==> config.mk <==
export PLATFORM = sky130hd
export DESIGN_NAME = src_serial_receive_control
export DESIGN_NICKNAME = d
export VERILOG_FILES = /design/src/src_pkg.sv /design/src/src_word_if.sv /design/src/src_serial_receive_control.sv /design/src/src_word_capture.sv
export SDC_FILE = /design/constraint.sdc
export NUM_CORES = 1
export LEC_CHECK = 0
export BUFFER_PORTS_ARGS = -buffer_cell sky130_fd_sc_hd__buf_2
export CORE_UTILIZATION = 45
export CTS_CLUSTER_DIAMETER = 80
export DETAILED_ROUTE_END_ITERATION = 10
export GPL_ROUTABILITY_DRIVEN = 0
export PLACE_DENSITY = 0.82
export SETUP_SLACK_MARGIN = 0.15
export SYNTH_ARGS = -nofsm -noshare
export SYNTH_HDL_FRONTEND = slang
export SYNTH_SLANG_ARGS = --single-unit
==> constraint.sdc <==
create_clock -name mclk -period 2.5 [get_ports mclk]
set_input_delay 0.125 -clock mclk [delete_from_list [all_inputs] [get_ports mclk]]
set_output_delay 0.125 -clock mclk [all_outputs]
set_load 0.01 [all_outputs]
==> src/src_pkg.sv <==
// Purpose: Shared constants for the serial receive control block.
// Assumes: 32-bit AXI4-Lite register bus, 10 MHz mclk.
// Notes: Every offset lives here, with the field positions and reset value of the receive status and control register.
package src_pkg;
    // ****************************************
    // Register map
    // ****************************************
    localparam logic [7:0] SRC_RSC_OFFSET = 8'h18;
    localparam logic [7:0] SRC_MODE_OFFSET = 8'h1C;
    localparam logic [7:0] SRC_IRQ_STATUS_OFFSET = 8'h20;
    localparam logic [7:0] SRC_IRQ_MASK_OFFSET = 8'h24;
    localparam logic [7:0] SRC_RXDATA_OFFSET = 8'h28;
    // ****************************************
    // Field positions of the receive status and control register
    // ****************************************
    localparam int SRC_SERIAL_PORT_ENABLE_BIT = 7;
    localparam int SRC_RX9_BIT = 6;
    localparam int SRC_SINGLE_RECEIVE_ENABLE_BIT = 5;
    localparam int SRC_CONTINUOUS_RECEIVE_ENABLE_BIT = 4;
    localparam int SRC_ADDRESS_DETECT_ENABLE_BIT = 3;
    localparam int SRC_FRAMING_ERROR_FLAG_BIT = 2;
    localparam int SRC_OVERRUN_ERROR_FLAG_BIT = 1;
    localparam int SRC_NINTH_RECEIVED_BIT_BIT = 0;
    localparam logic [7:0] SRC_RSC_WMASK = 8'hF8;
    localparam logic [7:0] SRC_RSC_RESET = 8'h00;
    // ****************************************
    // Interrupt status bits
    // ****************************************
    localparam int SRC_IRQ_RX_BIT = 0;
    localparam int SRC_IRQ_FRAMING_ERROR_FLAG_BIT = 1;
    localparam int SRC_IRQ_OVERRUN_ERROR_FLAG_BIT = 2;
    localparam int SRC_IRQ_WIDTH = 3;
    localparam logic [1:0] SRC_RESP_OKAY = 2'h0;
    localparam logic [1:0] SRC_RESP_SLVERR = 2'h2;
endpackage : src_pkg

==> src/src_word_if.sv <==
// Purpose: Carries one received word from the capture stage to the register file.
// Assumes: Both ends run on mclk.
// Notes: A valid pulse lasts one cycle.
interface src_word_if;
    logic valid;
    logic [8:0] word;
    logic frame_err;
    modport source (output valid, output word, output frame_err);
    modport sink (input valid, input word, input frame_err);
endinterface : src_word_if

==> src/src_serial_receive_control.sv <==
// Purpose: Receive status and control register of a serial port, on AXI4-Lite.
// Assumes: Shift register logic sits outside; mode select comes from the transmit register.
// Notes: The receive buffer here is one word deep, read at its own offset.
// Notes on behaviour
// - Control register decoded at address 0x18.
// - Single receive in sync master, self clearing.
// - Async receiver runs while continuous enable set.
// - Clearing continuous enable stops async reception.
// - Mode select picks sync or async meaning.
//
// Local design decision: register access over AXI4-Lite.
module src_serial_receive_control
    import src_pkg::*;
(
    input wire logic mclk,
    input wire logic resetn,
    input wire logic [7:0] s_axi_awaddr,
    input wire logic s_axi_awvalid,
    output logic s_axi_awready,
    input wire logic [31:0] s_axi_wdata,
    input wire logic [3:0] s_axi_wstrb,
    input wire logic s_axi_wvalid,
    output logic s_axi_wready,
    output logic [1:0] s_axi_bresp,
    output logic s_axi_bvalid,
    input wire logic s_axi_bready,
    input wire logic [7:0] s_axi_araddr,
    input wire logic s_axi_arvalid,
    output logic s_axi_arready,
    output logic [31:0] s_axi_rdata,
    output logic [1:0] s_axi_rresp,
    output logic s_axi_rvalid,
    input wire logic s_axi_rready,
    input wire logic sync_mode,
    input wire logic clock_master,
    input wire logic word_done,
    input wire logic [8:0] shift_word,
    input wire logic stop_bit_ok,
    output logic port_enable,
    output logic receiver_active,
    output logic single_receive_start,
    output logic nine_bit_mode,
    output logic irq
);
    // ****************************************
    // Mode inputs pass two flip-flops
    // ****************************************
    logic [1:0] sync_m_q;
    logic [1:0] master_m_q;
    logic [7:0] rsc_q;
    logic [8:0] rxbuf_q;
    logic full_q;
    logic [SRC_IRQ_WIDTH-1:0] ist_q;
    logic [SRC_IRQ_WIDTH-1:0] imask_q;
    logic aw_held_q;
    logic w_held_q;
    logic [7:0] awaddr_q;
    logic [31:0] wdata_q;
    logic [3:0] wstrb_q;
    logic bvalid_q;
    logic [1:0] bresp_q;
    logic rvalid_q;
    logic [1:0] rresp_q;
    logic [31:0] rdata_q;
    logic single_receive_enable_pend_q;

    src_word_if word_bus ();

    src_word_capture u_capture
    (
        .mclk(mclk),
        .resetn(resetn),
        .word_done_in(word_done),
        .word_in(shift_word),
        .stop_ok_in(stop_bit_ok),
        .out(word_bus.source)
    );

    always_ff @(posedge mclk)
    begin
        if (!resetn)
        begin
            sync_m_q <= 2'h0;
            master_m_q <= 2'h0;
        end
        else
        begin
            sync_m_q <= {sync_m_q[0], sync_mode};
            master_m_q <= {master_m_q[0], clock_master};
        end
    end

    wire logic is_sync = sync_m_q[1];
    wire logic is_master = is_sync & master_m_q[1];
    wire logic serial_port_enable = rsc_q[SRC_SERIAL_PORT_ENABLE_BIT];
    wire logic continuous_receive_enable = rsc_q[SRC_CONTINUOUS_RECEIVE_ENABLE_BIT];
    wire logic single_receive_enable = rsc_q[SRC_SINGLE_RECEIVE_ENABLE_BIT];
    wire logic rx9 = rsc_q[SRC_RX9_BIT];
    wire logic address_detect_enable = rsc_q[SRC_ADDRESS_DETECT_ENABLE_BIT];

    // ****************************************
    // Write channel
    // ****************************************
    wire logic aw_have = aw_held_q | s_axi_awvalid;
    wire logic w_have = w_held_q | s_axi_wvalid;
    wire logic wr_fire = aw_have & w_have & ~bvalid_q;
    wire logic [7:0] wr_addr = aw_held_q ? awaddr_q : s_axi_awaddr;
    wire logic [31:0] wr_data = w_held_q ? wdata_q : s_axi_wdata;
    wire logic [3:0] wr_strb = w_held_q ? wstrb_q : s_axi_wstrb;
    wire logic wr_lane0 = wr_fire & wr_strb[0];
    wire logic wr_rsc = wr_lane0 & (wr_addr == SRC_RSC_OFFSET);
    wire logic wr_ist = wr_lane0 & (wr_addr == SRC_IRQ_STATUS_OFFSET);
    wire logic wr_imask = wr_lane0 & (wr_addr == SRC_IRQ_MASK_OFFSET);
    wire logic wr_known = (wr_addr == SRC_RSC_OFFSET) | (wr_addr == SRC_IRQ_STATUS_OFFSET)
        | (wr_addr == SRC_IRQ_MASK_OFFSET) | (wr_addr == SRC_MODE_OFFSET) | (wr_addr == SRC_RXDATA_OFFSET);

    assign s_axi_awready = ~aw_held_q & ~bvalid_q;
    assign s_axi_wready = ~w_held_q & ~bvalid_q;
    assign s_axi_bvalid = bvalid_q;
    assign s_axi_bresp = bresp_q;

    // ****************************************
    // Read channel
    // ****************************************
    wire logic rd_fire = s_axi_arvalid & ~rvalid_q;
    wire logic rd_buf = rd_fire & (s_axi_araddr == SRC_RXDATA_OFFSET);
    wire logic [7:0] rsc_view = {rsc_q[7:3], rsc_q[SRC_FRAMING_ERROR_FLAG_BIT], rsc_q[SRC_OVERRUN_ERROR_FLAG_BIT], rsc_q[SRC_NINTH_RECEIVED_BIT_BIT]};
    logic [31:0] rd_mux;
    logic rd_known;
    always_comb
    begin
        rd_mux = 32'h0000_0000;
        rd_known = 1'b1;
        case (s_axi_araddr)
            SRC_RSC_OFFSET: rd_mux = {24'h00_0000, rsc_view};
            SRC_MODE_OFFSET: rd_mux = {28'h000_0000, full_q, receiver_active, is_master, is_sync};
            SRC_IRQ_STATUS_OFFSET: rd_mux = {29'h0000_0000, ist_q};
            SRC_IRQ_MASK_OFFSET: rd_mux = {29'h0000_0000, imask_q};
            SRC_RXDATA_OFFSET: rd_mux = {24'h00_0000, rxbuf_q[7:0]};
            default: rd_known = 1'b0;
        endcase
    end

    assign s_axi_arready = ~rvalid_q;
    assign s_axi_rvalid = rvalid_q;
    assign s_axi_rdata = rdata_q;
    assign s_axi_rresp = rresp_q;

    always_ff @(posedge mclk)
    begin
        if (!resetn)
        begin
            aw_held_q <= 1'b0;
            w_held_q <= 1'b0;
            awaddr_q <= 8'h00;
            wdata_q <= 32'h0000_0000;
            wstrb_q <= 4'h0;
            bvalid_q <= 1'b0;
            bresp_q <= SRC_RESP_OKAY;
            rvalid_q <= 1'b0;
            rresp_q <= SRC_RESP_OKAY;
            rdata_q <= 32'h0000_0000;
        end
        else
        begin
            if (s_axi_awvalid & s_axi_awready & ~wr_fire)
            begin
                aw_held_q <= 1'b1;
                awaddr_q <= s_axi_awaddr;
            end
            if (s_axi_wvalid & s_axi_wready & ~wr_fire)
            begin
                w_held_q <= 1'b1;
                wdata_q <= s_axi_wdata;
                wstrb_q <= s_axi_wstrb;
            end
            if (wr_fire)
            begin
                aw_held_q <= 1'b0;
                w_held_q <= 1'b0;
                bvalid_q <= 1'b1;
                bresp_q <= wr_known ? SRC_RESP_OKAY : SRC_RESP_SLVERR;
            end
            else if (s_axi_bready)
            begin
                bvalid_q <= 1'b0;
            end
            if (rd_fire)
            begin
                rvalid_q <= 1'b1;
                rdata_q <= rd_mux;
                rresp_q <= rd_known ? SRC_RESP_OKAY : SRC_RESP_SLVERR;
            end
            else if (s_axi_rready)
            begin
                rvalid_q <= 1'b0;
            end
        end
    end

    // ****************************************
    // Receive control
    // ****************************************
    // Continuous receive overrides single receive in synchronous mode.
    assign receiver_active = serial_port_enable & (continuous_receive_enable | (is_master & single_receive_enable));
    // An address-detect frame with ninth bit clear is dropped, not loaded.
    wire logic addr_drop = ~is_sync & rx9 & address_detect_enable & ~word_bus.word[8];
    wire logic take = word_bus.valid & receiver_active & ~addr_drop;
    wire logic overrun = take & full_q;
    wire logic load = take & ~full_q & ~rsc_q[SRC_OVERRUN_ERROR_FLAG_BIT];
    wire logic continuous_receive_enable_clear = wr_rsc & ~wr_data[SRC_CONTINUOUS_RECEIVE_ENABLE_BIT];
    wire logic single_receive_enable_done = is_master & single_receive_enable & ~continuous_receive_enable & take;
    // A start with the port left off would have no receiver behind it, so it is not pulsed.
    wire logic single_receive_enable_set = wr_rsc & wr_data[SRC_SINGLE_RECEIVE_ENABLE_BIT] & wr_data[SRC_SERIAL_PORT_ENABLE_BIT] & is_master & ~single_receive_enable;
    logic [7:0] rsc_d;
    always_comb
    begin
        rsc_d = rsc_q;
        if (wr_rsc)
        begin
            rsc_d = (rsc_q & ~SRC_RSC_WMASK) | (wr_data[7:0] & SRC_RSC_WMASK);
        end
        if (single_receive_enable_done & ~single_receive_enable_set)
        begin
            rsc_d[SRC_SINGLE_RECEIVE_ENABLE_BIT] = 1'b0;
        end
        if (continuous_receive_enable_clear)
        begin
            rsc_d[SRC_OVERRUN_ERROR_FLAG_BIT] = 1'b0;
        end
        if (overrun)
        begin
            rsc_d[SRC_OVERRUN_ERROR_FLAG_BIT] = 1'b1;
        end
        if (load)
        begin
            rsc_d[SRC_FRAMING_ERROR_FLAG_BIT] = word_bus.frame_err;
            rsc_d[SRC_NINTH_RECEIVED_BIT_BIT] = word_bus.word[8];
        end
        if (!serial_port_enable)
        begin
            rsc_d[SRC_FRAMING_ERROR_FLAG_BIT] = 1'b0;
            rsc_d[SRC_OVERRUN_ERROR_FLAG_BIT] = 1'b0;
        end
    end

    logic [SRC_IRQ_WIDTH-1:0] ev;
    assign ev = {overrun, load & word_bus.frame_err, load};

    always_ff @(posedge mclk)
    begin
        if (!resetn)
        begin
            rsc_q <= SRC_RSC_RESET;
            rxbuf_q <= 9'h000;
            full_q <= 1'b0;
            ist_q <= '0;
            imask_q <= '0;
            single_receive_enable_pend_q <= 1'b0;
        end
        else
        begin
            rsc_q <= rsc_d;
            single_receive_enable_pend_q <= single_receive_enable_set;
            if (load)
            begin
                rxbuf_q <= word_bus.word;
            end
            // A new word loaded into an empty buffer wins over a read in the same cycle; one that meets a full buffer is an overrun.
            full_q <= load | (full_q & ~rd_buf);
            ist_q <= ev | (ist_q & ~(wr_ist ? wr_data[SRC_IRQ_WIDTH-1:0] : '0));
            if (wr_imask)
            begin
                imask_q <= wr_data[SRC_IRQ_WIDTH-1:0];
            end
        end
    end

    assign port_enable = serial_port_enable;
    assign nine_bit_mode = rx9;
    assign single_receive_start = single_receive_enable_pend_q;
    assign irq = |(ist_q & imask_q);
endmodule : src_serial_receive_control

==> src/src_word_capture.sv <==
// Purpose: Presents completed words from the shift stage as single-cycle events.
// Assumes: word_done_in is a synchronised level from the shift register logic.
// Notes: Rising edge of the done level marks a word.
module src_word_capture
(
    input wire logic mclk,
    input wire logic resetn,
    input wire logic word_done_in,
    input wire logic [8:0] word_in,
    input wire logic stop_ok_in,
    src_word_if.source out
);
    logic s1_q;
    logic s2_q;
    logic s3_q;
    logic valid_q;
    logic [8:0] word_q;
    logic framing_error_flag_q;
    wire logic rise = s2_q & ~s3_q;

    always_ff @(posedge mclk)
    begin
        if (!resetn)
        begin
            s1_q <= 1'b0;
            s2_q <= 1'b0;
            s3_q <= 1'b0;
            valid_q <= 1'b0;
            word_q <= 9'h000;
            framing_error_flag_q <= 1'b0;
        end
        else
        begin
            s1_q <= word_done_in;
            s2_q <= s1_q;
            s3_q <= s2_q;
            valid_q <= rise;
            if (rise)
            begin
                // The shift stage holds word and stop bit steady while done is high.
                word_q <= word_in;
                framing_error_flag_q <= ~stop_ok_in;
            end
        end
    end

    assign out.valid = valid_q;
    assign out.word = word_q;
    assign out.frame_err = framing_error_flag_q;
endmodule : src_word_capture

==> summary.md <==
| Metric | Value |
|---|---|
| Horizontal die dimension | 91.33 µm |
| Area share of the leading cell type in the synthesized netlist | 0.4070 |
| Post-synthesis instance total | 385 |
| Final setup fails | 0 |
| Detailed-route DRC error count | 0 |
| Global routing usage on met3 | 0.05025 |
| Routing layer with the top usage in global route | met2 |
| Leading post-synthesis cells by cell area | dfxtp_1, mux2i_1, nor2b_1 |
| Transition time of the tightest slew-check pin | around 0.84 ns |
| Detailed Route WL | 7674 µm |
| Met1 Resource Use GR | 0.2279 |
| Minimum period implied by the final worst setup slack | 1.972 ns |
| Achievable Freq | ~510 MHz |
| Number of enable-type register cells in the synthesized netlist | 0 |
| Total of cells resized after clock tree synthesis | 0 |
| Fraction of the cycle the final worst path needs | 0.7887 |
| Port bufs | 64 |
| All-layer global routing usage | 0.1889 |
| Clock insertion delay at the later pin of the skew report | 0.35 ns |
| Setup TNS | 0 ns |
| P per Cell Area | 608.7 nW/µm² |
| Setup fix buffers added after clock tree synthesis | 0 |
| Rows | 32 |
| Fin nets | between 500 and 600 |
| Overflow after GRT | 0 |
| Worst reg2reg setup slack | 0.53 ns |
| Most common library cell in the layout ignoring fill and taps | dfxtp_1 |
| Number of max-slew violations in the final report | 0 |
| Setup repair after global routing missed its margin | false |
| Leak | 0.001688 µW |
| Data required time at the worst endpoint | between 2 and 3 ns |
| Most used cells in the layout excluding fill and tap cells | dfxtp_1, buf_2, mux2i_1, nand2_1, nor2b_1 |
| Number of DRC markers in iteration 0 | 154 |
| Clock Tree Buf Depth | 2 |
| Launch point of the worst hold path | shift_word[8] |
| Number of nets with antenna violations after detailed routing | 0 |
| Clock-pin slew on the worst setup and hold paths | 0.08 ns |
| Die Area | around 8300 µm² |
| Floorplan Core Area | 7727 µm² |
| Cell count of the worst reg-to-reg path | 4 |
| Routed WL per cell | 13.83 µm |
| Total number of H-tree levels | 3 |
| Proportion of layout cells with a drive suffix above 1 | 0.2252 |
| Number of primary I/O pins | approximately 120 |
| Kind of path behind the tightest hold check | primary input to register |
| VDD IR-drop max | about 0.38 mV |
| Min Hold Slack | 0.02897 ns |
| Synthesized area | 3591 µm² |
| Height of the die | 91.33 µm |
| GR met2 Demand/Resource | 0.3245 |
| Global-route wire length before repair | 12580 µm |
| Worst stage delay on the critical path | between 0.5 and 0.6 ns |
| Area growth, synth to finish | 14.88% |
| Endpoint of the worst hold path | u_capture.out.word[8] |
| Number of buffers inserted for hold repair after clock tree synthesis | 3 |
| Vias post-DR | 2863 |
| Yosys warning count | 0 |
| Number of buffer and inverter stages on the critical path | 0 |
| Biggest fanout along the worst timing path | 5 |
| Per-instance average area after synthesis | 9.327 µm² |
| Main synth FF type | dfxtp_1 |
| CTS Root Cell | clkbuf_8 |
| Data arrival time of the worst path | 2.24 ns |
| Initial antenna violation count | 0 |
| Post-synthesis cell type with the largest combined area | dfxtp_1 |
| Register bit total from synthesis | 73 |
| Maximum number of pins on one net before global-route repair | 56 |
| Number of cells on the worst hold path | 3 |
| Fraction of synthesis flops using an asynchronous set or reset pin | 0 |
| Worst R2R End | imask_q[1] |
| Final hold violation count | 0 |
| Number of clock sinks seen by CTS | 73 |
| Endpoint kind of the worst setup timing path | register |
| Average via count per standard cell | 5.159 |
| Worst-case headroom to the max-slew limit | 0.4401 |
| Via count of the first global-routing pass | 2743 |
| Run status | finished, final reports clean |
| Critical setup path kind | register to register |
| Share of synthesized area occupied by flip-flops and latches | 0.4070 |
| Clock Skews | 0.01257 ns |
| Startpoint of the most critical register-to-register path | awaddr_q[7] |
| Antenna Cells | 0 |
| Slowest cell on the critical path | or4_4 |
| Max Cap Viol | 0 |
| TritonCTS clock tree | done |
| CTS Buf Count | 9 |
| Detailed placer's ending HPWL | 5592 µm |
| Kind of launch point of the worst setup path | register |
| Number of detailed-route iterations in the first pass | 4 |
| Starting density of the core | 0.4647 |
| Number of distinct standard cells referenced by the synthesized netlist | 53 |
| Delay-heaviest family, CP | simple AND/OR/NAND/NOR gates |
| Sequence of cells on the critical path | or4_4 > o32a_4 > nor4_4 > mux2i_1 |
-- worst max-delay path by stage --
| stage | startpoint | endpoint | slack, ns | depth (start not counted) |
|---|---|---|---|---|
| 2_1_floorplan | awaddr_q[7] | imask_q[0] | 0.67 | 4 |
| 3_3_place_gp | awaddr_q[7] | imask_q[0] | 0.61 | 4 |
| 3_5_place_dp | awaddr_q[7] | imask_q[2] | 0.58 | 4 |
| 4_1_cts | awaddr_q[7] | imask_q[1] | 0.52 | 4 |
| 5_1_grt | aw_held_q | rsc_q[7] | 0.41 | 4 |
| 6_report | awaddr_q[7] | imask_q[1] | 0.53 | 4 |
-- report_power, final --
part	internal (µW)	switching [µW]	leakage, µW
sequential	1200	25.7	0.000594
combinational	127	161	0.000992
clock	557	441	0.000102
total	1880	628	0.00169
-- through the flow --
stage / total power (µW) / area, µm² / utilization / setup slack, ns / instances
floorplan: 1472 / 3685 / - / 0.6684 / 410
global placement: 1525 / 3886 / 0.5029 / 0.6070 / 537
detailed placement: 1534 / 3886 / 0.5029 / 0.5766 / 537
CTS: 2520 / 4125 / 0.5338 / 0.5191 / 555
global route: 2610 / 4125 / 0.5338 / 0.4079 / 555
finish: 2511 / 4125 / 0.5338 / 0.5284 / 555
-- registers in the layout, indices dropped and copies added (netlist names), 2 cells and up --
register            cells
ist_q                   3
wdata_q                 8
s_axi_rdata             8
rsc_q                   8
imask_q                 3
sync_m_q                2
master_m_q              2
u_capture.out.word      9
rxbuf_q                 8
awaddr_q                8
-- layer usage --
metal	share of wire	vias to the layer above	wire length (µm)
met5	0	-	0
met4	0.014	0	109
met3	0.048	13	366
met2	0.49	79	3727
met1	0.45	1336	3471
li1	-	1435	-
-- cells by family after synthesis --
family / after synthesis / share of synthesized area
DFF: 73 / 0.4070
and+or+nand+nor: 145 / 0.2296
muxes: 50 / 0.1411
AOI/OAI and AO/OA: 64 / 0.1317
buffers and inverters: 52 / 0.08955
other: 1 / 0.001044
-- cells in the mapped netlist, drive strengths merged (2+ instances only) --
| cell type | n |
|---|---|
| o21a | 3 |
| nand4 | 7 |
| o41ai | 2 |
| or2 | 2 |
| nand3 | 9 |
| nor2 | 16 |
| nor3 | 3 |
| inv | 6 |
| nor4b | 2 |
| a22oi | 6 |
| mux2 | 5 |
| nand3b | 4 |
| nand2 | 39 |
| o22ai | 3 |
| or4 | 3 |
| o211a | 4 |
| and4 | 3 |
| nor4 | 3 |
| nand2b | 4 |
| o21ai | 13 |
| a21boi | 10 |
| buf | 30 |
| a31oi | 3 |
| dfxtp | 73 |
| clkbuf | 16 |
| o32a | 2 |
| nor2b | 32 |
| mux2i | 45 |
| and3 | 3 |
| and2 | 7 |
| nor4bb | 2 |
| or2b | 2 |
| a21oi | 11 |
-- worst reg2reg max path, stage by stage (launching register included) --
cell and delay (ns):
dfxtp_1 0.32, or4_4 0.55, o32a_4 0.41, nor4_4 0.38, mux2i_1 0.23
-- area by class of cell --
type | instances | area, µm²
clock buffer | 10 | 127.6
clock inverter | 5 | 81.33
fill | 714 | 3602
inverter | 6 | 22.52
multi-input combinational | 285 | 1902
sequential | 73 | 1461
tap | 102 | 127.6
timing repair buffer | 74 | 402.9
(Power assumes the default switching activity.)
